$ cat src/alr_defines.vh
// Constants for the ambient light configuration and result register block
`ifndef ALR_DEFINES_VH
`define ALR_DEFINES_VH
// ****************************************************************
// Register addresses
// ****************************************************************
`define ALR_ADDR_PARAMS 8'h84
`define ALR_ADDR_RES_HI 8'h85
`define ALR_ADDR_RES_LO 8'h86
// ****************************************************************
// Parameter register field positions
// ****************************************************************
`define ALR_CONT_BIT 7
`define ALR_RATE_MSB 6
`define ALR_RATE_LSB 4
`define ALR_OFFS_BIT 3
`define ALR_AVG_MSB 2
`define ALR_AVG_LSB 0
// ****************************************************************
// Reset values
// ****************************************************************
`define ALR_CONT_RST 1'h0
`define ALR_RATE_RST 3'h1
`define ALR_OFFS_RST 1'h1
`define ALR_AVG_RST 3'h5
// ****************************************************************
// Timing: clock rate and sample periods
// ****************************************************************
`define ALR_CLK_HZ 100000000
`define ALR_PERIOD_1 (`ALR_CLK_HZ / 1)
`define ALR_PERIOD_2 (`ALR_CLK_HZ / 2)
`define ALR_PERIOD_3 (`ALR_CLK_HZ / 3)
`define ALR_PERIOD_4 (`ALR_CLK_HZ / 4)
`define ALR_PERIOD_5 (`ALR_CLK_HZ / 5)
`define ALR_PERIOD_6 (`ALR_CLK_HZ / 6)
`define ALR_PERIOD_8 (`ALR_CLK_HZ / 8)
`endif

$ cat src/alr_averager.v
// Accumulator that averages 2^n offset-corrected conversions
`timescale 1ns/10ps
`default_nettype none
module alr_averager (
  input wire i_clock,
  input wire i_rst,
  input wire i_start,
  input wire [2:0] i_avg_exp,
  input wire i_offs_en,
  input wire i_conv_valid,
  input wire [15:0] i_conv_data,
  input wire [15:0] i_offset,
  output reg o_done,
  output reg [15:0] o_result
);
  reg [22:0] acc_q;
  reg [7:0] cnt_q;
  reg busy_q;
  wire [15:0] corrected;
  wire [7:0] total;
  wire [22:0] acc_next;
  wire [22:0] acc_shift;

  // Offset subtracted before accumulation, clamped at zero
  assign corrected = (i_offs_en && (i_conv_data > i_offset)) ? i_conv_data - i_offset :
                     (i_offs_en ? 16'h0000 : i_conv_data);
  assign total = 8'h01 << i_avg_exp;
  assign acc_next = acc_q + {7'h00, corrected};
  assign acc_shift = acc_next >> i_avg_exp;

  // Count conversions and divide by shifting at the end
  always @(posedge i_clock) begin
    if (i_rst) begin
      acc_q <= 23'h000000;
      cnt_q <= 8'h00;
      busy_q <= 1'b0;
      o_done <= 1'b0;
      o_result <= 16'h0000;
    end else begin
      o_done <= 1'b0;
      if (i_start) begin
        acc_q <= 23'h000000;
        cnt_q <= 8'h00;
        busy_q <= 1'b1;
      end else if (busy_q && i_conv_valid) begin
        if (cnt_q + 8'h01 == total) begin
          o_result <= acc_shift[15:0]; // Sum of 2^n 16-bit values fits 23 bits
          o_done <= 1'b1;
          busy_q <= 1'b0;
        end
        acc_q <= acc_next;
        cnt_q <= cnt_q + 8'h01;
      end
    end
  end
endmodule
`default_nettype wire

$ cat src/alr_regs.v
// Ambient light parameter and result registers with measurement sequencer
`timescale 1ns/10ps
`default_nettype none
`include "alr_defines.vh"
module alr_regs (
  input wire i_clock,
  input wire i_rst,
  input wire i_wr_en,
  input wire i_rd_en,
  input wire [7:0] i_addr,
  input wire [7:0] i_wr_data,
  input wire i_self_timed_en,
  input wire i_light_on_demand_start,
  input wire i_conv_valid,
  input wire [15:0] i_conv_data,
  input wire i_offset_valid,
  input wire [15:0] i_offset_data,
  output reg [7:0] o_rd_data,
  output reg o_conv_req,
  output reg o_offset_req,
  output reg o_result_ready,
  output reg o_cont_mode
);
  // ****************************************************************
  // States, one-hot
  // ****************************************************************
  // Any other pattern falls back to idle
  localparam [3:0] ST_IDLE = 4'h1;
  localparam [3:0] ST_OFFS = 4'h2;
  localparam [3:0] ST_CONV = 4'h4;
  localparam [3:0] ST_WAIT = 4'h8;

  // Host register, working copy, result and sequencer state
  reg [7:0] params_q;
  reg [7:0] active_q;
  reg [15:0] result_q;
  reg [15:0] offset_q;
  reg [3:0] state_q;
  reg [26:0] timer_q;
  reg self_timed_q;
  reg od_q;
  // ****************************************************************
  // Sequencer and datapath handshakes
  // ****************************************************************
  wire avg_done;
  wire [15:0] avg_result;
  wire start_meas;
  wire cycle_go;
  wire avg_start;
  wire avg_conv_valid;

  // Sample period in clocks for a rate code
  // Counts are taken at full width, then cut to the 27-bit timer on purpose
  function [26:0] rate_period;
    input [2:0] code;
    reg [31:0] clocks;
    begin
      case (code)
        3'h0: clocks = `ALR_PERIOD_1;
        3'h1: clocks = `ALR_PERIOD_2;
        3'h2: clocks = `ALR_PERIOD_3;
        3'h3: clocks = `ALR_PERIOD_4;
        3'h4: clocks = `ALR_PERIOD_5;
        3'h5: clocks = `ALR_PERIOD_6;
        // Code 111 is undocumented; it and code 110 both take the fastest rate, a period of ALR_CLK_HZ / 8
        default: clocks = `ALR_PERIOD_8;
      endcase
      rate_period = clocks[26:0];
    end
  endfunction

  // ****************************************************************
  // Parameter register
  // ****************************************************************
  // Host writes; the rules are the host's to keep
  always @(posedge i_clock) begin
    if (i_rst) begin
      params_q <= {`ALR_CONT_RST, `ALR_RATE_RST, `ALR_OFFS_RST, `ALR_AVG_RST};
    end else if (i_wr_en && i_addr == `ALR_ADDR_PARAMS) begin
      params_q <= i_wr_data;
    end
  end

  // Working copy follows the register except while periodic mode runs
  // Freezing it keeps a running schedule from picking up half-changed settings
  always @(posedge i_clock) begin
    if (i_rst) begin
      active_q <= {`ALR_CONT_RST, `ALR_RATE_RST, `ALR_OFFS_RST, `ALR_AVG_RST};
      self_timed_q <= 1'b0;
      od_q <= 1'b0;
      o_cont_mode <= 1'b0;
    end else begin
      self_timed_q <= i_self_timed_en;
      od_q <= i_light_on_demand_start;
      if (!i_self_timed_en || !self_timed_q) begin
        active_q <= params_q;
      end
      o_cont_mode <= active_q[`ALR_CONT_BIT];
    end
  end

  // ****************************************************************
  // Register reads
  // ****************************************************************
  // Results are read-only; unmapped addresses read zero
  // A read and a write of the parameter register in one cycle return the old value
  always @(posedge i_clock) begin
    if (i_rst) begin
      o_rd_data <= 8'h00;
    end else if (i_rd_en) begin
      case (i_addr)
        `ALR_ADDR_PARAMS: o_rd_data <= params_q;
        `ALR_ADDR_RES_HI: o_rd_data <= result_q[15:8];
        `ALR_ADDR_RES_LO: o_rd_data <= result_q[7:0];
        default: o_rd_data <= 8'h00;
      endcase
    end
  end

  // ****************************************************************
  // Measurement sequencer
  // ****************************************************************
  // On-demand start acts on its rising edge, so a level left high runs once
  assign start_meas = i_light_on_demand_start && !od_q && !i_self_timed_en;
  assign cycle_go = (state_q == ST_IDLE) && (start_meas ||
                    (i_self_timed_en && timer_q == 27'h0000000));

  // Offset, conversions, then wait out the sample period
  always @(posedge i_clock) begin
    if (i_rst) begin
      state_q <= ST_IDLE;
      timer_q <= 27'h0000000;
      offset_q <= 16'h0000;
      result_q <= 16'h0000;
      o_conv_req <= 1'b0;
      o_offset_req <= 1'b0;
      o_result_ready <= 1'b0;
    end else begin
      o_offset_req <= 1'b0;
      o_result_ready <= 1'b0;
      // Periodic mode off clears the timer, so enabling it measures at once
      if (!i_self_timed_en) begin
        timer_q <= 27'h0000000;
      end else if (timer_q != 27'h0000000) begin
        timer_q <= timer_q - 27'h0000001;
      end
      case (state_q)
        ST_IDLE: begin
          if (cycle_go) begin
            timer_q <= rate_period(active_q[`ALR_RATE_MSB:`ALR_RATE_LSB]) - 27'h0000001;
            if (active_q[`ALR_OFFS_BIT]) begin
              o_offset_req <= 1'b1;
              state_q <= ST_OFFS;
            end else begin
              offset_q <= 16'h0000;
              o_conv_req <= 1'b1;
              state_q <= ST_CONV;
            end
          end
        end
        ST_OFFS: begin
          if (i_offset_valid) begin
            offset_q <= i_offset_data;
            o_conv_req <= 1'b1;
            state_q <= ST_CONV;
          end
        end
        ST_CONV: begin
          // Conversions after the last counted one are dropped by the averager
          if (avg_done) begin
            o_conv_req <= 1'b0;
            result_q <= avg_result;
            o_result_ready <= 1'b1;
            state_q <= ST_WAIT;
          end
        end
        ST_WAIT: begin
          // With periodic mode on, continuous mode restarts at once, skipping the period wait
          if (active_q[`ALR_CONT_BIT]) begin
            timer_q <= 27'h0000000;
          end
          state_q <= ST_IDLE;
        end
        default: state_q <= ST_IDLE;
      endcase
    end
  end

  // ****************************************************************
  // Averaging datapath
  // ****************************************************************
  // Restart on the cycle start and again once the offset sample is in
  assign avg_start = cycle_go || (state_q == ST_OFFS && i_offset_valid);
  // Only conversions taken while the sequencer wants them are counted
  assign avg_conv_valid = i_conv_valid && state_q == ST_CONV;
  alr_averager u_avg (
    .i_clock(i_clock),
    .i_rst(i_rst),
    .i_start(avg_start),
    .i_avg_exp(active_q[`ALR_AVG_MSB:`ALR_AVG_LSB]),
    .i_offs_en(active_q[`ALR_OFFS_BIT]),
    .i_conv_valid(avg_conv_valid),
    .i_conv_data(i_conv_data),
    .i_offset(offset_q),
    .o_done(avg_done),
    .o_result(avg_result)
  );
endmodule
`default_nettype wire

$ cat config.mk
export PLATFORM = sky130hd
export DESIGN_NAME = alr_regs
export DESIGN_NICKNAME = d
export VERILOG_FILES = /design/src/alr_averager.v /design/src/alr_regs.v
export VERILOG_INCLUDE_DIRS = /design/src
export SDC_FILE = /design/constraint.sdc
export NUM_CORES = 1
export LEC_CHECK = 0
export BUFFER_PORTS_ARGS = -buffer_cell sky130_fd_sc_hd__buf_2
export CELL_PAD_IN_SITES_DETAIL_PLACEMENT = 1
export CELL_PAD_IN_SITES_GLOBAL_PLACEMENT = 1
export CORE_MARGIN = 5
export CORE_UTILIZATION = 42
export DETAILED_ROUTE_END_ITERATION = 8
export PLACE_DENSITY_LB_ADDON = 0.1
export SLEW_MARGIN = 20
export SYNTH_ARGS = -nofsm -noshare
export SYNTH_HDL_FRONTEND = slang
export SYNTH_HIERARCHICAL = 1
export SYNTH_SLANG_ARGS = --single-unit
$ cat constraint.sdc
create_clock -name i_clock -period 5.48 [get_ports i_clock]
set_input_delay 0.548 -clock i_clock [delete_from_list [all_inputs] [get_ports i_clock]]
set_output_delay 0.548 -clock i_clock [all_outputs]
set_load 0.005 [all_outputs]
==> flow_metrics.py <==
metrics = {
    "outcome": {
        "status": "complete, no violations",
    },
    "synth": {
        "synth_seq_cells": 142,
        "ys_types": 88,
        "synth_top_family_by_area": "simple AND/OR/NAND/NOR gates",
        "postSynthCellCount": 1172,
        "synth_compound_area_frac": 0.218,
        "synth_xor_area_frac": 0.0672,
        "yosysWarnings": 6,
        "synth_top_area_cell": "dfxtp_1",
        "yosys.area_share.simple": 0.238,
        "yosysTopAreaCellShare": 0.303,
        "syn_avg_cell_area_sq_um": 8.00,
        "netlist_top_cells_area": "dfxtp_1 30%, nand2_1 5.6%, ha_1 5.3%, a21oi_1 4.4%, nor2_1 4.0%",
        "yosys.area_share.adder": 0.0576,
        "async_flop_share": 0,
        "ys.flop_type": "dfxtp_1",
        "synthMuxAreaShare": 0.0615,
        "synth.cell_area_sq_um": 9380,
        "synth-edff-count": 0,
        "syn_nets": 1270,
        "yosysSeqAreaShare": 0.303,
    },
    "grt": {
        "antenna_found_initial": 0,
        "gr-total-overflow": 0,
        "grt_usage": 0.227,
        "grt_start_max_net_pins": 65,
        "grt_pass1_vias": 9235,
        "grt_pass1_wl_microns": 48300,
    },
    "die": {
        "dieArea_sq_um": 25400,
        "coreArea_sq_um": 21900,
        "fp.dieH_microns": 159,
        "rows": 54,
        "start_util": 0.429,
        "io_pins": 68,
        "die_w_microns": 159,
    },
    "worst_setup_path": {
        "crit_type": "register to register",
        "critPathMaxFanout": 8,
        "end_kind": "register",
        "rrSetupSlack_ns": 0.27,
        "critPathLaunchType": "register",
        "required_ns": 5.79,
        "arrival_ns": 5.52,
    },
    "clock_tree": {
        "clockRootBuffer": "clkbuf_16",
        "htreeDepth": 4,
        "cts_tree": "yes",
        "holdBufCountCts": 0,
        "clk_latency_ns": 0.43,
        "path_clk_slew_ns": 0.08,
        "cts_sinks": 142,
        "cts_buffers": 17,
        "clock_path_buffers": 2,
    },
    "final_layout": {
        "drive_above_1_share": 0.183,
        "finalNonFillerCells": 1553,
        "mostFrequentLayoutCells": "142 x dfxtp_1, 140 x nand2_1, 101 x nor2_1",
        "design_area_sq_um": 11000,
        "fin_nets": 1358,
        "final_common_cell": "dfxtp_1",
        "diodes": 0,
        "syn2layout_area_growth_pct": 16.9,
        "final_core_util": 0.501,
    },
    "timing": {
        "maxSlewViolCount": 0,
        "fmaxAchievable_ghz": 0.192,
        "finalCriticalPeriod_ns": 5.21,
        "fin_crit_sh": 0.951,
        "worst_slack_ns": 0.268,
        "tns_ns": 0,
        "setup_viol": 0,
        "skew_ns": 0.0161,
        "finalHoldViolCount": 0,
        "worst_pin_slew_ns": 0.938,
        "relSlewSlack": 0.369,
    },
    "worst_hold_path": {
        "holdCritPathClass": "primary input to register",
    },
    "placement": {
        "io_buffer_count": 67,
        "dp_slack_ns": -0.315,
        "gp_congestion": 0.840,
        "numPlacedInstances": 1519,
        "dpl_cell_area_sq_um": 10300,
        "place_hpwl_microns": 21300,
    },
    "detailed_routing": {
        "drc": 0,
        "via_count": 9038,
        "drtAntennaViolNets": 0,
        "drt_iter0_markers": 391,
        "finalWirelength_microns": 29300,
        "drt_pass1_iterations": 5,
        "routed_via_density": 5.82,
        "avgRoutedWirePerCell_microns": 18.9,
    },
    "power": {
        "leakagePower_nw": 4.40,
        "irDropWorstVdd_uv": 162,
        "powerDensity_nw_per_um2": 302,
    },
    "run": {
        "maxCapViolCount": 0,
    },
}
registers in the layout, summed over array words and instances, names as in the netlist:
| signal | cells |
|---|---|
| o_rd_data | 8 |
| timer_q | 27 |
| o_offset_req | 1 |
| o_conv_req | 1 |
| u_avg/o_result | 16 |
| active_q | 8 |
| o_cont_mode | 1 |
| u_avg/cnt_q | 8 |
| offset_q | 16 |
| u_avg/busy_q | 1 |
| params_q | 8 |
| self_timed_q | 1 |
| result_q | 16 |
| state_q | 4 |
| u_avg/o_done | 1 |
| od_q | 1 |
| u_avg/acc_q | 23 |
| o_result_ready | 1 |
layout make-up:
type	instances	area, sq um
fill	2710	10900
multi-input combinational	901	6090
sequential	142	2840
timing repair buffer	142	898
clock buffer	18	439
tap	280	350
inverter	56	210
clock inverter	14	140
what timing repair did:
item,CTS,global route
buffers inserted,0,2
gates resized for setup,3,11
pin swaps,0,6
setup endpoints to repair,3,18
through the flow:
step | power [mW] | hold slack, ns
after floorplan | 1.88 | 0.426
after global placement | 2.14 | 0.444
after detailed placement | 2.15 | 0.448
after CTS | 3.34 | 0.317
after global routing | 3.51 | 0.311
final | 3.31 | 0.323
cells by family (layout without fill, tap and decap cells):
family                     after synthesis  after routing
AOI/OAI and AO/OA                      301            301
DFF                                    142            142
muxes                                   41             41
buffers and inverters                  129            230
adders and majority gates               42             42
and+or+nand+nor                        445            445
xor gates and xnor gates                72             72
critical path: stages, from the launching register on:
cell and delay [ns]:
dfxtp_1 0.35, ha_1 0.18, inv_1 0.06, fa_1 0.39
a211oi_2 0.18, o21bai_1 0.13, a211oi_2 0.25, nor3b_2 0.11
o31ai_2 0.25, o21ai_1 0.09, nand3_1 0.16, buf_4 0.19
o22ai_1 0.09, ha_1 0.23, fa_1 0.41, a21o_1 0.21
and4_1 0.24, o21ai_2 0.20, buf_4 0.17, a211o_1 0.18
nor4_1 0.07, a2111oi_1 0.47, buf_4 0.20, a2bb2oi_1 0.17
o21ai_1 0.09
final timing paths:
check,startpoint,endpoint,cells past startpoint
worst max-delay path,offset_q[0],u_avg/o_result[14],24
worst min-delay path,i_offset_data[0],offset_q[0],2
worst max register to register,offset_q[0],u_avg/o_result[14],24
worst min register to register,u_avg/o_result[0],result_q[0],2
power by group:
group	switching [mW]	internal (mW)
Sequential	0.0749	1.09
Combinational	0.561	0.415
Clock	0.551	0.618
Total	1.19	2.13
per-layer routing:
layer	part of all wire	GRT usage	up-vias	wire [microns]
met2	0.50	0.400	123	14700
li1	-	-	4432	-
met3	0.028	0.0321	30	811
met4	0.015	0.0512	0	442
met5	0	0	-	0
met1	0.46	0.295	4453	13400
synth_stat cells (all sizes together) (4+ instances only):
cell type  instances
nor3              38
o21a               6
a21oi             84
clkbuf            52
mux2i             25
or3               15
nand3             28
buf               21
a211oi            19
nor4              17
o31ai              8
inv               55
nor3b              8
or2                8
a22o              17
nor2             103
dfxtp            142
o21ai             44
and2               6
and3               7
nand2            140
or4               11
o22ai             29
a211o              5
nand3b             6
xor2              32
and4               7
nor2b             18
nand4             18
o211ai            13
a31oi             12
a2111oi            7
a21o              13
mux4              13
xnor2             40
o32ai              5
a22oi              4
nand2b             8
ha                40
(Power assumes the default switching activity.)
